`src/design/sor_pkg.sv`:
```
package sor_pkg;

	// ----------------------------------------------------------------
	// Pad and group sizing
	// ----------------------------------------------------------------
	localparam int SOR_NUM_PADS    = 16;
	localparam int SOR_GROUP_WIDTH = 16;
	localparam int SOR_NUM_PWM_UNITS = 2;
	localparam int SOR_PWM_SUBMODS   = 3;
	localparam int SOR_RB_PATHS      = 6;
	localparam int SOR_RB_SEL_W      = 3;
	localparam int SOR_NUM_CAPT      = 3;

	// ----------------------------------------------------------------
	// Reset values
	// ----------------------------------------------------------------
	localparam logic [15:0] SOR_DOUT_RST   = 16'h0000;
	localparam logic [15:0] SOR_DIR_RST    = 16'h0000;
	localparam logic [15:0] SOR_ANALOG_RST = 16'h0000;
	localparam logic [2:0]  SOR_SEL_RST    = 3'h0;

	// ----------------------------------------------------------------
	// Capture timer to pwm unit pairing
	// ----------------------------------------------------------------
	localparam logic [2:0] SOR_CAPT_UNIT = 3'b010;

	// Read-back checking mode
	typedef enum logic [2:0] {
		SOR_MODE_OFF = 3'b001,
		SOR_MODE_INT = 3'b010,
		SOR_MODE_EXT = 3'b100
	} sor_mode_t;

endpackage

```
`src/design/sor_safe_output.sv`:
```
`timescale 1ns/10ps
// Notes on behaviour
// - Every digital pad level is readable through its input path for internal read-back.
// - External read-back loops an even pad's output to its odd partner input pad off chip.
// - Pads without a dedicated function work as general-purpose input or output.
// - Analog-reserved pads stay inputs and can never drive.
// - Masked parallel write updates two or more output pads in one access.
// - Only pads whose mask bit is set change on a masked write.
// - Capture timers 0,1,2 pair with pwm units 0,1,0 respectively.
// - One capture channel muxes among six pwm read-back paths.
module sor_safe_output
	import sor_pkg::*;
#(
	parameter int N = SOR_NUM_PADS
) (
	// Clock and reset
	input  wire logic                    clk,
	input  wire logic                    rst_n,
	// Pad configuration
	input  wire logic [N-1:0]            analog_pad,
	input  wire logic [N-1:0]            dir_out,
	input  wire logic [N-1:0]            ext_pair_en,
	input  wire logic [2:0]              check_mode,
	// Single pad write
	input  wire logic                    pad_wr,
	input  wire logic [N-1:0]            pad_wr_sel,
	input  wire logic [N-1:0]            pad_wr_data,
	// Masked parallel data out
	input  wire logic                    masked_parallel_data_out_wr,
	input  wire logic [N-1:0]            mpdo_mask,
	input  wire logic [N-1:0]            mpdo_data,
	// Pads
	input  wire logic [N-1:0]            pad_in,
	output logic      [N-1:0]            pad_out_r,
	output logic      [N-1:0]            pad_oe_r,
	// Read-back status
	output logic      [N-1:0]            pad_level_r,
	output logic      [N-1:0]            mismatch_r,
	// Pwm read-back
	input  wire logic [SOR_RB_PATHS-1:0] pwm_unit_0_rb,
	input  wire logic [SOR_RB_PATHS-1:0] pwm_unit_1_rb,
	input  wire logic [SOR_RB_SEL_W-1:0] capt_sel [SOR_NUM_CAPT],
	output logic      [SOR_NUM_CAPT-1:0] capt_value_r
);

	// ----------------------------------------------------------------
	// Input synchronisers
	// ----------------------------------------------------------------
	logic [N-1:0] pin_meta_r;
	logic [N-1:0] pin_sync_r;
	logic [N-1:0] dout_r;
	logic [N-1:0] dout_nxt;
	logic [N-1:0] oe_nxt;
	logic [3:0]   settle_r;

	// Two stages before anything reads the pad level
	always_ff @(posedge clk) begin
		if (!rst_n) begin
			pin_meta_r <= '0;
			pin_sync_r <= '0;
		end else begin
			pin_meta_r <= pad_in;
			pin_sync_r <= pin_meta_r;
		end
	end

	// Readable level of every pad, whatever its direction
	always_ff @(posedge clk) begin
		if (!rst_n) begin
			pad_level_r <= SOR_DOUT_RST;
		end else begin
			pad_level_r <= pin_sync_r;
		end
	end

	// ----------------------------------------------------------------
	// Output data and direction
	// ----------------------------------------------------------------
	// Masked write touches only masked pads; single write by select
	always_comb begin
		dout_nxt = dout_r;
		if (masked_parallel_data_out_wr) begin
			dout_nxt = (dout_r & ~mpdo_mask) | (mpdo_data & mpdo_mask);
		end else if (pad_wr) begin
			dout_nxt = (dout_r & ~pad_wr_sel) | (pad_wr_data & pad_wr_sel);
		end
	end

	always_ff @(posedge clk) begin
		if (!rst_n) begin
			dout_r <= SOR_DOUT_RST;
		end else begin
			dout_r <= dout_nxt;
		end
	end

	// Analog pads can never be enabled as drivers
	assign oe_nxt = dir_out & ~analog_pad;

	always_ff @(posedge clk) begin
		if (!rst_n) begin
			pad_out_r <= SOR_DOUT_RST;
			pad_oe_r  <= SOR_DIR_RST;
		end else begin
			pad_out_r <= dout_r;
			pad_oe_r  <= oe_nxt;
		end
	end

	// ----------------------------------------------------------------
	// Mismatch detection
	// ----------------------------------------------------------------
	// Hold-off after any change so pad and sync delay can settle
	// Four edges cover the output flop plus the three-stage level path
	always_ff @(posedge clk) begin
		if (!rst_n) begin
			settle_r <= '0;
		end else begin
			settle_r <= {settle_r[2:0], (dout_nxt != dout_r) || (oe_nxt != pad_oe_r)};
		end
	end

	// Sticky per pad; cleared when a write changes the pad's output value, set wins
	genvar g;
	generate
		for (g = 0; g < N; g++) begin : g_cmp
			logic expect_v;
			logic check_v;
			// External: odd pad reads back its even partner's output
			assign expect_v = (ext_pair_en[g] && (g % 2 == 1)) ? pad_out_r[g-((g%2==1)?1:0)] : pad_out_r[g];
			assign check_v  = (check_mode == SOR_MODE_INT) ? pad_oe_r[g]
			                : (check_mode == SOR_MODE_EXT) ? (ext_pair_en[g] && (g % 2 == 1) && !pad_oe_r[g])
			                : 1'b0;
			always_ff @(posedge clk) begin
				if (!rst_n) begin
					mismatch_r[g] <= 1'b0;
				end else if (check_v && settle_r[3:0] == 4'h0 && pad_level_r[g] != expect_v) begin
					mismatch_r[g] <= 1'b1;
				end else if (dout_nxt[g] != dout_r[g]) begin
					mismatch_r[g] <= 1'b0;
				end
			end
		end
	endgenerate

	// ----------------------------------------------------------------
	// Pwm read-back capture
	// ----------------------------------------------------------------
	genvar c;
	generate
		for (c = 0; c < SOR_NUM_CAPT; c++) begin : g_capt
			logic [SOR_RB_PATHS-1:0] src;
			// Timer 1 takes unit 1, timers 0 and 2 take unit 0
			assign src = SOR_CAPT_UNIT[c] ? pwm_unit_1_rb : pwm_unit_0_rb;
			sor_capture_mux #(
				.PATHS(SOR_RB_PATHS)
			) u_mux (
				.clk       (clk),
				.rst_n     (rst_n),
				.paths     (src),
				.sel       (capt_sel[c]),
				.captured_r(capt_value_r[c])
			);
		end
	endgenerate
endmodule

```
`src/design/sor_capture_mux.sv`:
```
`timescale 1ns/10ps
// Selects one of six pwm read-back paths for a capture timer channel
module sor_capture_mux
	import sor_pkg::*;
#(
	parameter int PATHS = SOR_RB_PATHS
) (
	// Clock and reset
	input  wire logic                    clk,
	input  wire logic                    rst_n,
	// Selection
	input  wire logic [PATHS-1:0]        paths,
	input  wire logic [SOR_RB_SEL_W-1:0] sel,
	// Captured value
	output logic                         captured_r
);

	// Registered pick; out-of-range selects read low
	always_ff @(posedge clk) begin
		if (!rst_n) begin
			captured_r <= 1'b0;
		end else if (32'(sel) < PATHS) begin
			captured_r <= paths[sel];
		end else begin
			captured_r <= 1'b0;
		end
	end

endmodule

```
`config.mk`:
```
export PLATFORM = sky130hd
export DESIGN_NAME = sor_safe_output
export DESIGN_NICKNAME = d
export VERILOG_FILES = /design/src/design/sor_pkg.sv /design/src/design/sor_safe_output.sv /design/src/design/sor_capture_mux.sv
export SDC_FILE = /design/constraint.sdc
export NUM_CORES = 1
export LEC_CHECK = 0
export ABC_AREA = 0
export ABC_CLOCK_PERIOD_IN_PS = 1600
export BUFFER_PORTS_ARGS = -buffer_cell sky130_fd_sc_hd__buf_2
export CAP_MARGIN = 20
export CORE_MARGIN = 2
export CORE_UTILIZATION = 43
export CTS_BUF_LIST = sky130_fd_sc_hd__clkbuf_8 sky130_fd_sc_hd__clkbuf_16
export DETAILED_ROUTE_END_ITERATION = 10
export PLACE_DENSITY = 0.78
export SYNTH_ARGS = -nofsm -noshare
export SYNTH_HDL_FRONTEND = slang
export SYNTH_HIERARCHICAL = 1
export SYNTH_SLANG_ARGS = --single-unit
```
`constraint.sdc`:
```
create_clock -name clk -period 1.6 [get_ports clk]
set_clock_uncertainty 0.2 [all_clocks]
set_input_delay 0.08 -clock clk [delete_from_list [all_inputs] [get_ports clk]]
set_output_delay 0.08 -clock clk [all_outputs]
set_load 0.03 [all_outputs]
```
==> report_table.html, run 1 <==
<table>
<tr><th>Metric</th><th>Value</th></tr>
<tr><th colspan="2">Power</th></tr>
<tr><td>Static Leakage</td><td>between 4 and 5 nW</td></tr>
<tr><td>Peak VDD IR</td><td>about 0.0008 V</td></tr>
<tr><td>Total power divided by cell area</td><td>~1000 mW/mm^2</td></tr>
<tr><th colspan="2">Critical path</th></tr>
<tr><td>Cell chain of the critical path</td><td>xnor2_1 &gt; o32ai_1 &gt; nor4_1 &gt; and4_1 &gt; a41oi_1</td></tr>
<tr><td>Required time of the critical path</td><td>~1.7 ns</td></tr>
<tr><td>Critical Path Fanout Max</td><td>3</td></tr>
<tr><td>Type of the worst setup path</td><td>register to register</td></tr>
<tr><td>Max stage delay cell, worst path</td><td>sky130_fd_sc_hd__o32ai_1</td></tr>
<tr><td>Nature of the critical path endpoint</td><td>register</td></tr>
<tr><td>Delay of the slowest critical-path stage</td><td>about 0.43 ns</td></tr>
<tr><td>R2R setup slack</td><td>-0.13 ns</td></tr>
<tr><td>Top Family by Delay on Critical Path</td><td>compound AO/OA/AOI/OAI gates</td></tr>
<tr><td>CP arrival</td><td>roughly 1.9 ns</td></tr>
<tr><td>Kind of start point of the critical path</td><td>register</td></tr>
<tr><td>Number of buffers and inverters on the critical path</td><td>0</td></tr>
<tr><th colspan="2">Job</th></tr>
<tr><td>Number of maximum-capacitance violations</td><td>0</td></tr>
<tr><th colspan="2">Timing</th></tr>
<tr><td>Post-route minimum period</td><td>1.73 ns</td></tr>
<tr><td>Worst-Margin Slew</td><td>slightly below 0.5 ns</td></tr>
<tr><td>Final-report max-slew violation count</td><td>0</td></tr>
<tr><td>Max transition margin</td><td>0.675</td></tr>
<tr><td>Worst-case setup margin in the final layout</td><td>-0.128 ns</td></tr>
<tr><td>Number of setup violations in the final report</td><td>15</td></tr>
<tr><td>Final hold slack</td><td>-0.0511 ns</td></tr>
<tr><td>Ratio of final minimum period to clock period</td><td>1.08</td></tr>
<tr><td>Setup repair after global routing missed its margin</td><td>yes</td></tr>
<tr><td>Number of endpoints with negative hold slack in the final report</td><td>22</td></tr>
<tr><td>Maximum clock frequency</td><td>around 580 MHz</td></tr>
<tr><th colspan="2">Detailed routing</th></tr>
<tr><td>Number of remaining DRC errors</td><td>0</td></tr>
<tr><td>Total Wirelength</td><td>19,800 um</td></tr>
<tr><td>First-pass iteration count of the detailed router</td><td>4</td></tr>
<tr><td>Routed via count</td><td>~5,700</td></tr>
<tr><td>ANT nets after route</td><td>0</td></tr>
<tr><td>Avg Vias per Cell</td><td>5.22</td></tr>
<tr><td>Initial DRC Count</td><td>between 200 and 300</td></tr>
<tr><td>DR WL/cell</td><td>18.1 um</td></tr>
<tr><th colspan="2">Layout</th></tr>
<tr><td>Most frequent cells in the layout</td><td>213 x sky130_fd_sc_hd__buf_2, 135 x sky130_fd_sc_hd__dlygate4sd3_1, 110 x sky130_fd_sc_hd__dfxtp_1</td></tr>
<tr><td>Final Net Count</td><td>about 1,100</td></tr>
<tr><td>Leading cell type in the layout, fill and taps excluded</td><td>sky130_fd_sc_hd__buf_2</td></tr>
<tr><td>Antenna cell count</td><td>0</td></tr>
<tr><td>Synth-to-layout area growth</td><td>73.2%</td></tr>
<tr><td>Count of non-filler cells in the finished layout</td><td>about 1,100</td></tr>
<tr><td>Share of final-layout standard cells stronger than drive strength 1</td><td>0.362</td></tr>
<tr><th colspan="2">Clock network</th></tr>
<tr><td>CTS Buf Count</td><td>17</td></tr>
<tr><td>Master cell of the clock root buffer</td><td>sky130_fd_sc_hd__clkbuf_16</td></tr>
<tr><td>Clock-pin slew reported for the worst setup and hold paths after clock tree synthesis</td><td>0.06 ns</td></tr>
<tr><td>Clk Latency, worst-skew pair</td><td>between 0.4 and 0.5 ns</td></tr>
<tr><td>Clock Sinks</td><td>119</td></tr>
<tr><td>TritonCTS clock tree</td><td>built</td></tr>
<tr><td>Number of H-tree levels</td><td>4</td></tr>
<tr><td>Maximum root-to-sink buffer count</td><td>2</td></tr>
<tr><th colspan="2">Synthesis</th></tr>
<tr><td>Share of synthesized registers carrying an async set or reset</td><td>0</td></tr>
<tr><td>Synth Register Bits</td><td>between 100 and 150</td></tr>
<tr><td>Post-synth net total</td><td>roughly 690</td></tr>
<tr><td>Synthesized area</td><td>about 0.0052 mm^2</td></tr>
<tr><td>Number of synthesis warnings</td><td>6</td></tr>
<tr><td>Count of cell types in the netlist</td><td>47</td></tr>
<tr><td>Average instance area after synthesis</td><td>roughly 10 um^2</td></tr>
<tr><td>Post-synth EDFFs</td><td>0</td></tr>
<tr><td>Most instantiated flip-flop cell in the synthesis netlist</td><td>sky130_fd_sc_hd__dfxtp_1</td></tr>
<tr><td>Synth area leaders</td><td>sky130_fd_sc_hd__dfxtp_1 46%, sky130_fd_sc_hd__and2_1 9.9%, sky130_fd_sc_hd__xnor2_1 7.2%, sky130_fd_sc_hd__mux2i_1 5.2%, sky130_fd_sc_hd__a211oi_1 3.3%</td></tr>
<tr><td>Number of standard cells after synthesis</td><td>between 500 and 600</td></tr>
<tr><td>Sequential-to-total area share from yosys stat</td><td>0.458</td></tr>
<tr><td>Top cell type's share of synthesized area</td><td>0.458</td></tr>
<tr><td>Yosys top cell by area</td><td>sky130_fd_sc_hd__dfxtp_1</td></tr>
<tr><th colspan="2">Die</th></tr>
<tr><td>Die X-Extent</td><td>around 110 um</td></tr>
<tr><td>Vertical die dimension</td><td>114 um</td></tr>
<tr><td>Count of boundary I/O pins</td><td>between 200 and 250</td></tr>
<tr><td>Total Die Area</td><td>0.0130 mm^2</td></tr>
<tr><td>Placement row count</td><td>40</td></tr>
<tr><td>Initial core utilization</td><td>0.437</td></tr>
<tr><td>Placeable core area</td><td>around 0.012 mm^2</td></tr>
<tr><th colspan="2">Global route</th></tr>
<tr><td>Wire length of the first global-routing pass</td><td>30,100 um</td></tr>
<tr><td>Overflow left after global routing</td><td>0</td></tr>
<tr><td>All-layer global routing usage</td><td>0.303</td></tr>
<tr><td>Via count of the first global-routing pass</td><td>between 6,000 and 7,000</td></tr>
<tr><td>Antenna violations before repair</td><td>0</td></tr>
<tr><td>Largest net degree at the start of global routing</td><td>41</td></tr>
<tr><th colspan="2">Placed design</th></tr>
<tr><td>Total half-perimeter wirelength after legalization and detailed placement</td><td>between 10,000 and 15,000 um</td></tr>
<tr><td>Post-place setup slack</td><td>-0.228 ns</td></tr>
<tr><td>Count of port buffers added during placement</td><td>around 210</td></tr>
<tr><td>Post-Place Cells</td><td>925</td></tr>
<tr><td>Routability congestion estimate</td><td>between 0.8 and 0.9</td></tr>
<tr><th colspan="2">Hold path</th></tr>
<tr><td>Min-Delay Path Class</td><td>input pin to register</td></tr>
<tr><th colspan="2">Outcome</th></tr>
<tr><td>Result of the run</td><td>finished, violations left</td></tr>
<tr><td>Violated checks</td><td>negative hold slack, negative setup slack</td></tr>
</table>
-- through the flow --
step | utilization | hold WS [ns] | area [um^2] | setup TNS, ns | power, mW
after floorplan | - | 0.00729 | 5260 | -0.745 | 3.84
after global placement | 0.578 | 0.0851 | 6890 | -0.791 | 4.37
after detailed placement | 0.578 | 0.0894 | 6890 | -1.30 | 4.40
after CTS | 0.751 | -0.0619 | 8940 | -2.78 | 8.79
after global routing | 0.757 | -0.0354 | 9010 | -2.47 | 9.11
final | 0.757 | -0.0511 | 9010 | -1.29 | 8.83
-- cells in the mapped netlist (3+ instances only) --
| cell | instances |
|---|---|
| sky130_fd_sc_hd__a32oi_1 | 7 |
| sky130_fd_sc_hd__o2bb2ai_1 | 3 |
| sky130_fd_sc_hd__o311ai_1 | 5 |
| sky130_fd_sc_hd__o21ai_0 | 9 |
| sky130_fd_sc_hd__dfxtp_1 | 119 |
| sky130_fd_sc_hd__o32ai_1 | 4 |
| sky130_fd_sc_hd__nand3_1 | 19 |
| sky130_fd_sc_hd__mux4_2 | 3 |
| sky130_fd_sc_hd__nand3b_1 | 3 |
| sky130_fd_sc_hd__nand2_1 | 29 |
| sky130_fd_sc_hd__nand4_1 | 5 |
| sky130_fd_sc_hd__a21boi_1 | 4 |
| sky130_fd_sc_hd__nor2b_1 | 21 |
| sky130_fd_sc_hd__buf_2 | 5 |
| sky130_fd_sc_hd__o22ai_1 | 4 |
| sky130_fd_sc_hd__and3_1 | 9 |
| sky130_fd_sc_hd__nor2_1 | 7 |
| sky130_fd_sc_hd__a22oi_1 | 4 |
| sky130_fd_sc_hd__inv_1 | 10 |
| sky130_fd_sc_hd__or2_1 | 4 |
| sky130_fd_sc_hd__clkbuf_1 | 17 |
| sky130_fd_sc_hd__a211oi_1 | 23 |
| sky130_fd_sc_hd__a21boi_0 | 3 |
| sky130_fd_sc_hd__mux2i_1 | 27 |
| sky130_fd_sc_hd__a311oi_1 | 7 |
| sky130_fd_sc_hd__o311ai_0 | 3 |
| sky130_fd_sc_hd__and2_1 | 82 |
| sky130_fd_sc_hd__xor2_1 | 19 |
| sky130_fd_sc_hd__a21oi_1 | 12 |
| sky130_fd_sc_hd__xnor2_1 | 43 |
-- registers in the layout (all words and copies together) (netlist names) --
| name | cells |
|---|---|
| dout_r | 16 |
| g_capt.u_mux/captured_r | 3 |
| mismatch_r | 16 |
| pad_level_r | 16 |
| pad_oe_r | 16 |
| pad_out_r | 16 |
| pin_meta_r | 16 |
| pin_sync_r | 16 |
| settle_r | 4 |
-- per-layer routing --
layer	track usage	wire length, um
met1	0.303	7200
met2	0.569	10600
met3	0.0707	1100
met4	0.178	945
met5	0	0
-- worst register-to-register path, stage by stage (launching register included) --
cell                      delay, ns
sky130_fd_sc_hd__dfxtp_1       0.38
sky130_fd_sc_hd__xnor2_1       0.09
sky130_fd_sc_hd__o32ai_1       0.43
sky130_fd_sc_hd__nor4_1        0.12
sky130_fd_sc_hd__and4_1        0.25
sky130_fd_sc_hd__a41oi_1       0.17
-- final timing paths --
kind	startpoint	to	cells past startpoint
setup / recovery	dout_r[13]	settle_r[0]	5
hold / removal	pad_wr_data[7]	mismatch_r[7]	4
setup reg to reg	dout_r[13]	settle_r[0]	5
hold reg to reg	pin_sync_r[10]	pad_level_r[10]	1
-- area by class of cell --
| cell class | count | area (um^2) |
|---|---|---|
| well taps | 147 | 184 |
| clock buffers | 20 | 478 |
| inverters | 10 | 37.5 |
| multi-input cells | 375 | 2810 |
| fillers | 808 | 2900 |
| repair buffers | 410 | 2930 |
| clock inverters | 12 | 173 |
| flip-flops and latches | 119 | 2400 |
-- what timing repair did --
item	4_1_cts	5_1_grt
pin swaps	8	11
hold buffers	136	1
setup buffers	1	0
endpoints found under the hold margin	98	6
gates resized for setup	8	17
setup endpoints to repair	16	48
-- cell families (layout without fill, tap and decap cells) --
family / count (synthesis) / count (layout) / share of synthesized area
xor+xnor: 62 / 62 / 0.104
compound gates: 93 / 93 / 0.131
flops: 119 / 119 / 0.458
mux: 30 / 30 / 0.0649
buf+inv: 35 / 452 / 0.0286
simple gates: 190 / 190 / 0.213
-- power by group --
group          internal, mW  leakage [nW]  switching (mW)
Clock                  2.77         0.311            1.39
Sequential             3.10         0.981          0.0952
Combinational         0.793          2.91           0.691
Total                  6.66          4.20            2.18
Note: power is estimated with default switching activity, not from simulation.
==> inputs of run 2 (changes only) <==
--- a/config.mk
+++ b/config.mk
@@ -15,2 +15,3 @@
 export DETAILED_ROUTE_END_ITERATION = 10
+export MAX_ROUTING_LAYER = met4
 export PLACE_DENSITY = 0.78
==> constraint.sdc (replaced) <==
create_clock -name clk -period 1.6 [get_ports clk]
set_clock_uncertainty 0.2 [all_clocks]
set_input_delay 0.16 -clock clk [delete_from_list [all_inputs] [get_ports clk]]
set_output_delay 0.16 -clock clk [all_outputs]
set_load 0.03 [all_outputs]
==> run 2 against run 1 <==
Against the previous run:
- routed wire length decreased by 9.6%
- cell count decreased by 4.2%
- clock power decreased by 2%
- sequential power about the same
- combinational power decreased by 5%
- non-clock buffer count decreased by 46
- the flow still finishes with violations (negative hold slack, negative setup slack)
- highest routed layer unchanged
- utilization decreased by 3.3 points
- sequential cell count unchanged
- clock-buffer cell count decreased by 3
- maximum frequency decreased by 3.8%
- register-to-register slack got worse by 0.07 ns
- die area unchanged
==> report_table.html, run 2 (synthesized netlist as in run 1, its figures left out) <==
<table>
<tr><th>Metric</th><th>Value</th></tr>
<tr><th colspan="2">Critical path</th></tr>
<tr><td>CP arrival</td><td>1.88 ns</td></tr>
<tr><td>Required time of the critical path</td><td>between 1.5 and 2 ns</td></tr>
<tr><td>Origin of the worst setup path</td><td>dout_r[12]</td></tr>
<tr><td>Type of the worst setup path</td><td>register to register</td></tr>
<tr><td>Nature of the critical path endpoint</td><td>register</td></tr>
<tr><td>Critical Path Fanout Max</td><td>2</td></tr>
<tr><td>Kind of start point of the critical path</td><td>register</td></tr>
<tr><td>Beginning of the worst register-to-register path</td><td>dout_r[12]</td></tr>
<tr><th colspan="2">Job</th></tr>
<tr><td>Number of maximum-capacitance violations</td><td>0</td></tr>
<tr><th colspan="2">Placed design</th></tr>
<tr><td>Post-place setup slack</td><td>-0.286 ns</td></tr>
<tr><td>Total half-perimeter wirelength after legalization and detailed placement</td><td>approximately 13,000 um</td></tr>
<tr><td>Routability congestion estimate</td><td>0.855</td></tr>
<tr><td>Post-Place Cells</td><td>927</td></tr>
<tr><td>Count of port buffers added during placement</td><td>about 210</td></tr>
<tr><th colspan="2">Timing</th></tr>
<tr><td>Max transition margin</td><td>0.729</td></tr>
<tr><td>Final hold slack</td><td>-0.00299 ns</td></tr>
<tr><td>Worst-case setup margin in the final layout</td><td>-0.197 ns</td></tr>
<tr><td>Post-route minimum period</td><td>between 1.5 and 2 ns</td></tr>
<tr><td>Maximum clock frequency</td><td>around 560 MHz</td></tr>
<tr><td>Number of setup violations in the final report</td><td>17</td></tr>
<tr><td>Setup repair after global routing missed its margin</td><td>yes</td></tr>
<tr><td>Final TNS setup</td><td>-2.13 ns</td></tr>
<tr><td>Final-report max-slew violation count</td><td>0</td></tr>
<tr><td>Worst-Margin Slew</td><td>about 0.40 ns</td></tr>
<tr><td>Number of endpoints with negative hold slack in the final report</td><td>2</td></tr>
<tr><td>Ratio of final minimum period to clock period</td><td>1.12</td></tr>
<tr><th colspan="2">Die</th></tr>
<tr><td>Count of boundary I/O pins</td><td>between 200 and 250</td></tr>
<tr><td>Initial core utilization</td><td>0.437</td></tr>
<tr><td>Total Die Area</td><td>about 0.013 mm^2</td></tr>
<tr><td>Placement row count</td><td>40</td></tr>
<tr><td>Die X-Extent</td><td>between 100 and 150 um</td></tr>
<tr><td>Vertical die dimension</td><td>roughly 110 um</td></tr>
<tr><td>Placeable core area</td><td>~0.012 mm^2</td></tr>
<tr><th colspan="2">Clock network</th></tr>
<tr><td>Maximum root-to-sink buffer count</td><td>2</td></tr>
<tr><td>TritonCTS clock tree</td><td>built</td></tr>
<tr><td>Master cell of the clock root buffer</td><td>sky130_fd_sc_hd__clkbuf_16</td></tr>
<tr><td>Clock Sinks</td><td>around 120</td></tr>
<tr><td>CTS Buf Count</td><td>17</td></tr>
<tr><td>Clk Latency, worst-skew pair</td><td>0.41 ns</td></tr>
<tr><td>Number of H-tree levels</td><td>4</td></tr>
<tr><td>Clock-pin slew reported for the worst setup and hold paths after clock tree synthesis</td><td>0.06 ns</td></tr>
<tr><th colspan="2">Power</th></tr>
<tr><td>Peak VDD IR</td><td>0.00105 V</td></tr>
<tr><td>Total power</td><td>approximately 8.7 mW</td></tr>
<tr><td>Total power divided by cell area</td><td>roughly 1000 mW/mm^2</td></tr>
<tr><td>Static Leakage</td><td>3.97 nW</td></tr>
<tr><th colspan="2">Layout</th></tr>
<tr><td>Area of combinational cells with multiple inputs</td><td>0.00290 mm^2</td></tr>
<tr><td>Leading cell type in the layout, fill and taps excluded</td><td>sky130_fd_sc_hd__buf_2</td></tr>
<tr><td>Sequential standard cell area</td><td>0.00240 mm^2</td></tr>
<tr><td>Synth-to-layout area growth</td><td>65.7%</td></tr>
<tr><td>Antenna cell count</td><td>0</td></tr>
<tr><td>Number of inserted filler cells in the final layout</td><td>roughly 870</td></tr>
<tr><td>Utilization after layout</td><td>0.724</td></tr>
<tr><td>Count of non-filler cells in the finished layout</td><td>between 1,000 and 1,500</td></tr>
<tr><td>Most frequent cells in the layout</td><td>214 x sky130_fd_sc_hd__buf_2, 111 x sky130_fd_sc_hd__dfxtp_1, 85 x sky130_fd_sc_hd__dlygate4sd3_1</td></tr>
<tr><td>Final Net Count</td><td>1,043</td></tr>
<tr><td>Share of final-layout standard cells stronger than drive strength 1</td><td>0.400</td></tr>
<tr><th colspan="2">Detailed routing</th></tr>
<tr><td>Routed via count</td><td>around 5,300</td></tr>
<tr><td>DR WL/cell</td><td>between 15 and 20 um</td></tr>
<tr><td>Total Wirelength</td><td>17,900 um</td></tr>
<tr><td>Avg Vias per Cell</td><td>5.10</td></tr>
<tr><td>First-pass iteration count of the detailed router</td><td>4</td></tr>
<tr><td>ANT nets after route</td><td>0</td></tr>
<tr><td>Number of remaining DRC errors</td><td>0</td></tr>
<tr><td>Initial DRC Count</td><td>about 200</td></tr>
<tr><th colspan="2">Global route</th></tr>
<tr><td>Via count of the first global-routing pass</td><td>between 5,000 and 6,000</td></tr>
<tr><td>Overflow left after global routing</td><td>0</td></tr>
<tr><td>All-layer global routing usage</td><td>0.283</td></tr>
<tr><td>Wire length of the first global-routing pass</td><td>between 20,000 and 30,000 um</td></tr>
<tr><td>Antenna violations before repair</td><td>0</td></tr>
<tr><td>Largest net degree at the start of global routing</td><td>53</td></tr>
<tr><th colspan="2">Outcome</th></tr>
<tr><td>Result of the run</td><td>finished, violations left</td></tr>
<tr><td>Violated checks</td><td>negative hold slack, negative setup slack</td></tr>
<tr><th colspan="2">Hold path</th></tr>
<tr><td>Min-Delay Path Class</td><td>input pin to register</td></tr>
<tr><td>Hold path startpoint</td><td>ext_pair_en[3]</td></tr>
</table>
## run 2: cell types whose count changed in the layout (fill, tap and decap cells not counted), sizes merged
cell          previous run  this run
bufinv                   4         3
dlymetal6s4s             1         0
clkinv                   3         2
buf                    274       279
dlygate4sd3            135        85
clkbuf                  20        17
clkinvlp                 4         0
inv                     11        20
## run 2: through the flow
stage | area, um^2 | hold slack, ns
final | 8620 | -0.00299
after CTS | 8520 | 0.000179
after floorplan | 5260 | 0.0873
after global routing | 8620 | 0.0172
after global placement | 6900 | 0.165
after detailed placement | 6900 | 0.171
## run 2: what timing repair did
| action | 4_1_cts | 5_1_grt |
|---|---|---|
| hold buffers | 85 | 0 |
| hold endpoints to repair | 61 | 0 |
| pin swaps | 17 | 15 |
| endpoints found under the setup margin | 15 | 18 |
| setup buffers | 4 | 3 |
| gates resized for setup | 23 | 21 |
## run 2: area by class of cell
cell class / instances / share of cell area
clock inverter: 15 / 0.0235
multi-input combinational: 375 / 0.336
inverter: 10 / 0.00435
sequential: 119 / 0.278
timing repair buffer: 364 / 0.287
tap: 147 / 0.0213
clock buffer: 17 / 0.0493
## run 2: power breakdown
group / leakage [nW] / switching [mW] / internal [mW]
logic: 2.68 / 0.672 / 0.734
clock network: 0.310 / 1.55 / 2.52
registers: 0.980 / 0.0930 / 3.09
total: 3.97 / 2.32 / 6.35
## run 2: worst max-delay path: stages (launching register included)
cell and delay (ns):
sky130_fd_sc_hd__dfxtp_1 0.33, sky130_fd_sc_hd__xnor2_2 0.20, sky130_fd_sc_hd__o22ai_1 0.11, sky130_fd_sc_hd__or4_1 0.46, sky130_fd_sc_hd__mux2i_1 0.22, sky130_fd_sc_hd__a41oi_1 0.14
## run 2: worst paths after layout
path	to	slack [ns]	depth (start not counted)
worst min register to register	pin_sync_r[14]	0.23	1
worst max register to register	settle_r[0]	-0.20	5
worst min-delay path	mismatch_r[3]	-0.003	5
worst max-delay path	settle_r[0]	-0.20	5
## run 2: per-layer routing
layer	vias up	GRT usage	part of all wire
met1	2516	0.302	0.39
li1	2571	-	-
met4	0	0.134	0.040
met2	197	0.502	0.52
met5	-	-	0
met3	51	0.0553	0.047
==> inputs of run 3 (changes only) <==
- RECOVER_POWER: not set -> 25
==> run 3 against run 2 <==
Against the previous run:
- critical path depth unchanged
- setup slack improved by 0.0043 ns
- cell area is essentially flat
- via count stayed put
- largest power group unchanged
- utilization barely moved
- sequential cell count is the same
- highest routed layer unchanged
- combinational power is essentially flat
- worst hold slack improved by 0.0013 ns
- cell count unchanged
- clock-buffer cell count did not move
- clock power about the same
- sequential power hardly changed
- the run still ends with negative hold slack, negative setup slack left
==> report_table.html, run 3 (synthesized netlist as in run 1, its figures left out) <==
<table>
<tr><th>Metric</th><th>Value</th></tr>
<tr><th colspan="2">Detailed routing</th></tr>
<tr><td>Total Wirelength</td><td>roughly 18,000 um</td></tr>
<tr><td>Avg Vias per Cell</td><td>slightly above 5</td></tr>
<tr><td>First-pass iteration count of the detailed router</td><td>4</td></tr>
<tr><td>DR WL/cell</td><td>around 17 um</td></tr>
<tr><td>Routed via count</td><td>around 5,300</td></tr>
<tr><td>Number of remaining DRC errors</td><td>0</td></tr>
<tr><td>Initial DRC Count</td><td>200</td></tr>
<tr><td>ANT nets after route</td><td>0</td></tr>
<tr><th colspan="2">Outcome</th></tr>
<tr><td>Violated checks</td><td>negative hold slack, negative setup slack</td></tr>
<tr><td>Result of the run</td><td>finished, violations left</td></tr>
<tr><th colspan="2">Critical path</th></tr>
<tr><td>Beginning of the worst register-to-register path</td><td>dout_r[12]</td></tr>
<tr><td>Max stage delay cell, worst path</td><td>sky130_fd_sc_hd__or4_1</td></tr>
<tr><td>Nature of the critical path endpoint</td><td>register</td></tr>
<tr><td>Required time of the critical path</td><td>between 1.5 and 2 ns</td></tr>
<tr><td>Cell chain of the critical path</td><td>xnor2_2 &gt; o22ai_1 &gt; or4_1 &gt; mux2i_1 &gt; a41oi_1</td></tr>
<tr><td>Kind of start point of the critical path</td><td>register</td></tr>
<tr><td>Critical Path Fanout Max</td><td>2</td></tr>
<tr><td>R2r worst-path depth</td><td>5</td></tr>
<tr><td>Crit. path cell count</td><td>5</td></tr>
<tr><td>Number of buffers and inverters on the critical path</td><td>0</td></tr>
<tr><td>CP arrival</td><td>roughly 1.9 ns</td></tr>
<tr><td>Top Family by Delay on Critical Path</td><td>simple AND/OR/NAND/NOR gates</td></tr>
<tr><td>Delay of the slowest critical-path stage</td><td>approximately 0.46 ns</td></tr>
<tr><td>R2R setup slack</td><td>-0.19 ns</td></tr>
<tr><td>Type of the worst setup path</td><td>register to register</td></tr>
<tr><td>R2R Path End</td><td>settle_r[0]</td></tr>
<tr><th colspan="2">Clock network</th></tr>
<tr><td>TritonCTS clock tree</td><td>built</td></tr>
<tr><td>CTS Buf Count</td><td>17</td></tr>
<tr><td>Clock Sinks</td><td>119</td></tr>
<tr><td>Clock-pin slew reported for the worst setup and hold paths after clock tree synthesis</td><td>~0.06 ns</td></tr>
<tr><td>Maximum root-to-sink buffer count</td><td>2</td></tr>
<tr><td>Clk Latency, worst-skew pair</td><td>approximately 0.4 ns</td></tr>
<tr><td>Master cell of the clock root buffer</td><td>sky130_fd_sc_hd__clkbuf_16</td></tr>
<tr><td>Number of H-tree levels</td><td>4</td></tr>
<tr><th colspan="2">Die</th></tr>
<tr><td>Die X-Extent</td><td>approximately 110 um</td></tr>
<tr><td>Vertical die dimension</td><td>roughly 110 um</td></tr>
<tr><td>Total Die Area</td><td>around 0.013 mm^2</td></tr>
<tr><td>Placeable core area</td><td>0.0119 mm^2</td></tr>
<tr><td>Initial core utilization</td><td>0.437</td></tr>
<tr><td>Count of boundary I/O pins</td><td>approximately 220</td></tr>
<tr><td>Placement row count</td><td>40</td></tr>
<tr><th colspan="2">Layout</th></tr>
<tr><td>Antenna cell count</td><td>0</td></tr>
<tr><td>Leading cell type in the layout, fill and taps excluded</td><td>sky130_fd_sc_hd__buf_2</td></tr>
<tr><td>Most frequent cells in the layout</td><td>214 x sky130_fd_sc_hd__buf_2, 112 x sky130_fd_sc_hd__dfxtp_1, 85 x sky130_fd_sc_hd__dlygate4sd3_1</td></tr>
<tr><td>Area of combinational cells with multiple inputs</td><td>~0.0029 mm^2</td></tr>
<tr><td>Final Net Count</td><td>approximately 1,000</td></tr>
<tr><td>Sequential standard cell area</td><td>between 0.002 and 0.0025 mm^2</td></tr>
<tr><td>Share of final-layout standard cells stronger than drive strength 1</td><td>0.399</td></tr>
<tr><td>Synth-to-layout area growth</td><td>65.6%</td></tr>
<tr><td>Number of inserted filler cells in the final layout</td><td>869</td></tr>
<tr><th colspan="2">Timing</th></tr>
<tr><td>Final TNS setup</td><td>-2.11 ns</td></tr>
<tr><td>Number of setup violations in the final report</td><td>17</td></tr>
<tr><td>Number of endpoints with negative hold slack in the final report</td><td>2</td></tr>
<tr><td>Ratio of final minimum period to clock period</td><td>1.12</td></tr>
<tr><td>Max transition margin</td><td>0.729</td></tr>
<tr><td>Worst-case setup margin in the final layout</td><td>-0.193 ns</td></tr>
<tr><td>Post-route minimum period</td><td>between 1.5 and 2 ns</td></tr>
<tr><td>Final-report max-slew violation count</td><td>0</td></tr>
<tr><td>Setup repair after global routing missed its margin</td><td>yes</td></tr>
<tr><td>Worst-Margin Slew</td><td>0.402 ns</td></tr>
<tr><td>Final hold slack</td><td>-0.00169 ns</td></tr>
<tr><td>Maximum clock frequency</td><td>~560 MHz</td></tr>
<tr><th colspan="2">Hold path</th></tr>
<tr><td>Min-Delay Endpoint</td><td>dout_r[11]</td></tr>
<tr><td>Min-Delay Path Class</td><td>input pin to register</td></tr>
<tr><td>Hold path startpoint</td><td>pad_wr_sel[11]</td></tr>
<tr><td>Worst hold stages</td><td>3</td></tr>
<tr><th colspan="2">Placed design</th></tr>
<tr><td>Routability congestion estimate</td><td>roughly 0.85</td></tr>
<tr><td>Count of port buffers added during placement</td><td>approximately 210</td></tr>
<tr><td>Post-place setup slack</td><td>-0.286 ns</td></tr>
<tr><td>Total half-perimeter wirelength after legalization and detailed placement</td><td>approximately 13,000 um</td></tr>
<tr><th colspan="2">Power</th></tr>
<tr><td>Peak VDD IR</td><td>0.00105 V</td></tr>
<tr><td>Total power divided by cell area</td><td>around 1000 mW/mm^2</td></tr>
<tr><td>Static Leakage</td><td>between 3 and 4 nW</td></tr>
<tr><th colspan="2">Global route</th></tr>
<tr><td>Largest net degree at the start of global routing</td><td>between 50 and 60</td></tr>
<tr><td>Antenna violations before repair</td><td>0</td></tr>
<tr><td>Overflow left after global routing</td><td>0</td></tr>
<tr><td>Via count of the first global-routing pass</td><td>5,677</td></tr>
<tr><td>All-layer global routing usage</td><td>0.283</td></tr>
<tr><td>Wire length of the first global-routing pass</td><td>~28,000 um</td></tr>
<tr><th colspan="2">Job</th></tr>
<tr><td>Number of maximum-capacitance violations</td><td>0</td></tr>
</table>
-- run 3: timing repair --
| item | CTS | global route |
|---|---|---|
| setup buffers | 4 | 3 |
| gates cloned | 0 | 0 |
| setup endpoints to repair | 15 | 18 |
| hold endpoints to repair | 61 | 0 |
| gates resized for setup | 23 | 21 |
| hold buffers | 85 | 0 |
| pin swaps | 17 | 15 |
-- run 3: worst max path at each step --
stage / from / endpoint / slack [ns]
after floorplan: settle_r[1] / mismatch_r[4] / -0.11
after global placement: pad_wr / mismatch_r[14] / -0.24
after detailed placement: pad_wr / settle_r[0] / -0.29
after CTS: dout_r[5] / settle_r[0] / -0.18
after global routing: dout_r[12] / settle_r[0] / -0.25
final: dout_r[12] / settle_r[0] / -0.19
-- run 3: layer usage --
metal	track usage	vias up	wire length (um)
met5	-	-	0
met4	0.134	0	723
met1	0.302	2510	7020
met3	0.0553	53	874
li1	-	2572	-
met2	0.502	200	9310
-- run 3: where the power goes --
group	switching, mW	internal (mW)	leakage, nW
logic	0.672	0.733	2.66
registers	0.0934	3.09	0.980
clock network	1.54	2.52	0.310
total	2.31	6.35	3.95
-- run 3: layout make-up --
cell class,instances,area share
clock buffers,17,0.0493
clock inverters,15,0.0235
inverters,10,0.00435
multi-input cells,375,0.336
flip-flops and latches,119,0.278
well taps,147,0.0213
repair buffers,364,0.287
-- run 3: per-stage QoR --
step | utilization | area (um^2) | power (mW) | cells
finish | 0.724 | 8620 | 8.66 | 1047
global route | 0.724 | 8620 | 8.97 | 1047
CTS | 0.715 | 8520 | 8.67 | 1047
detailed placement | 0.579 | 6900 | 4.41 | 927
global placement | 0.579 | 6900 | 4.38 | 927
floorplan | - | 5260 | 3.84 | 529
-- run 3: worst min-delay path, cell delays in order --
cell and delay, ns:
sky130_fd_sc_hd__buf_2 0.10, sky130_fd_sc_hd__a311oi_1 0.11, sky130_fd_sc_hd__a211oi_2 0.19
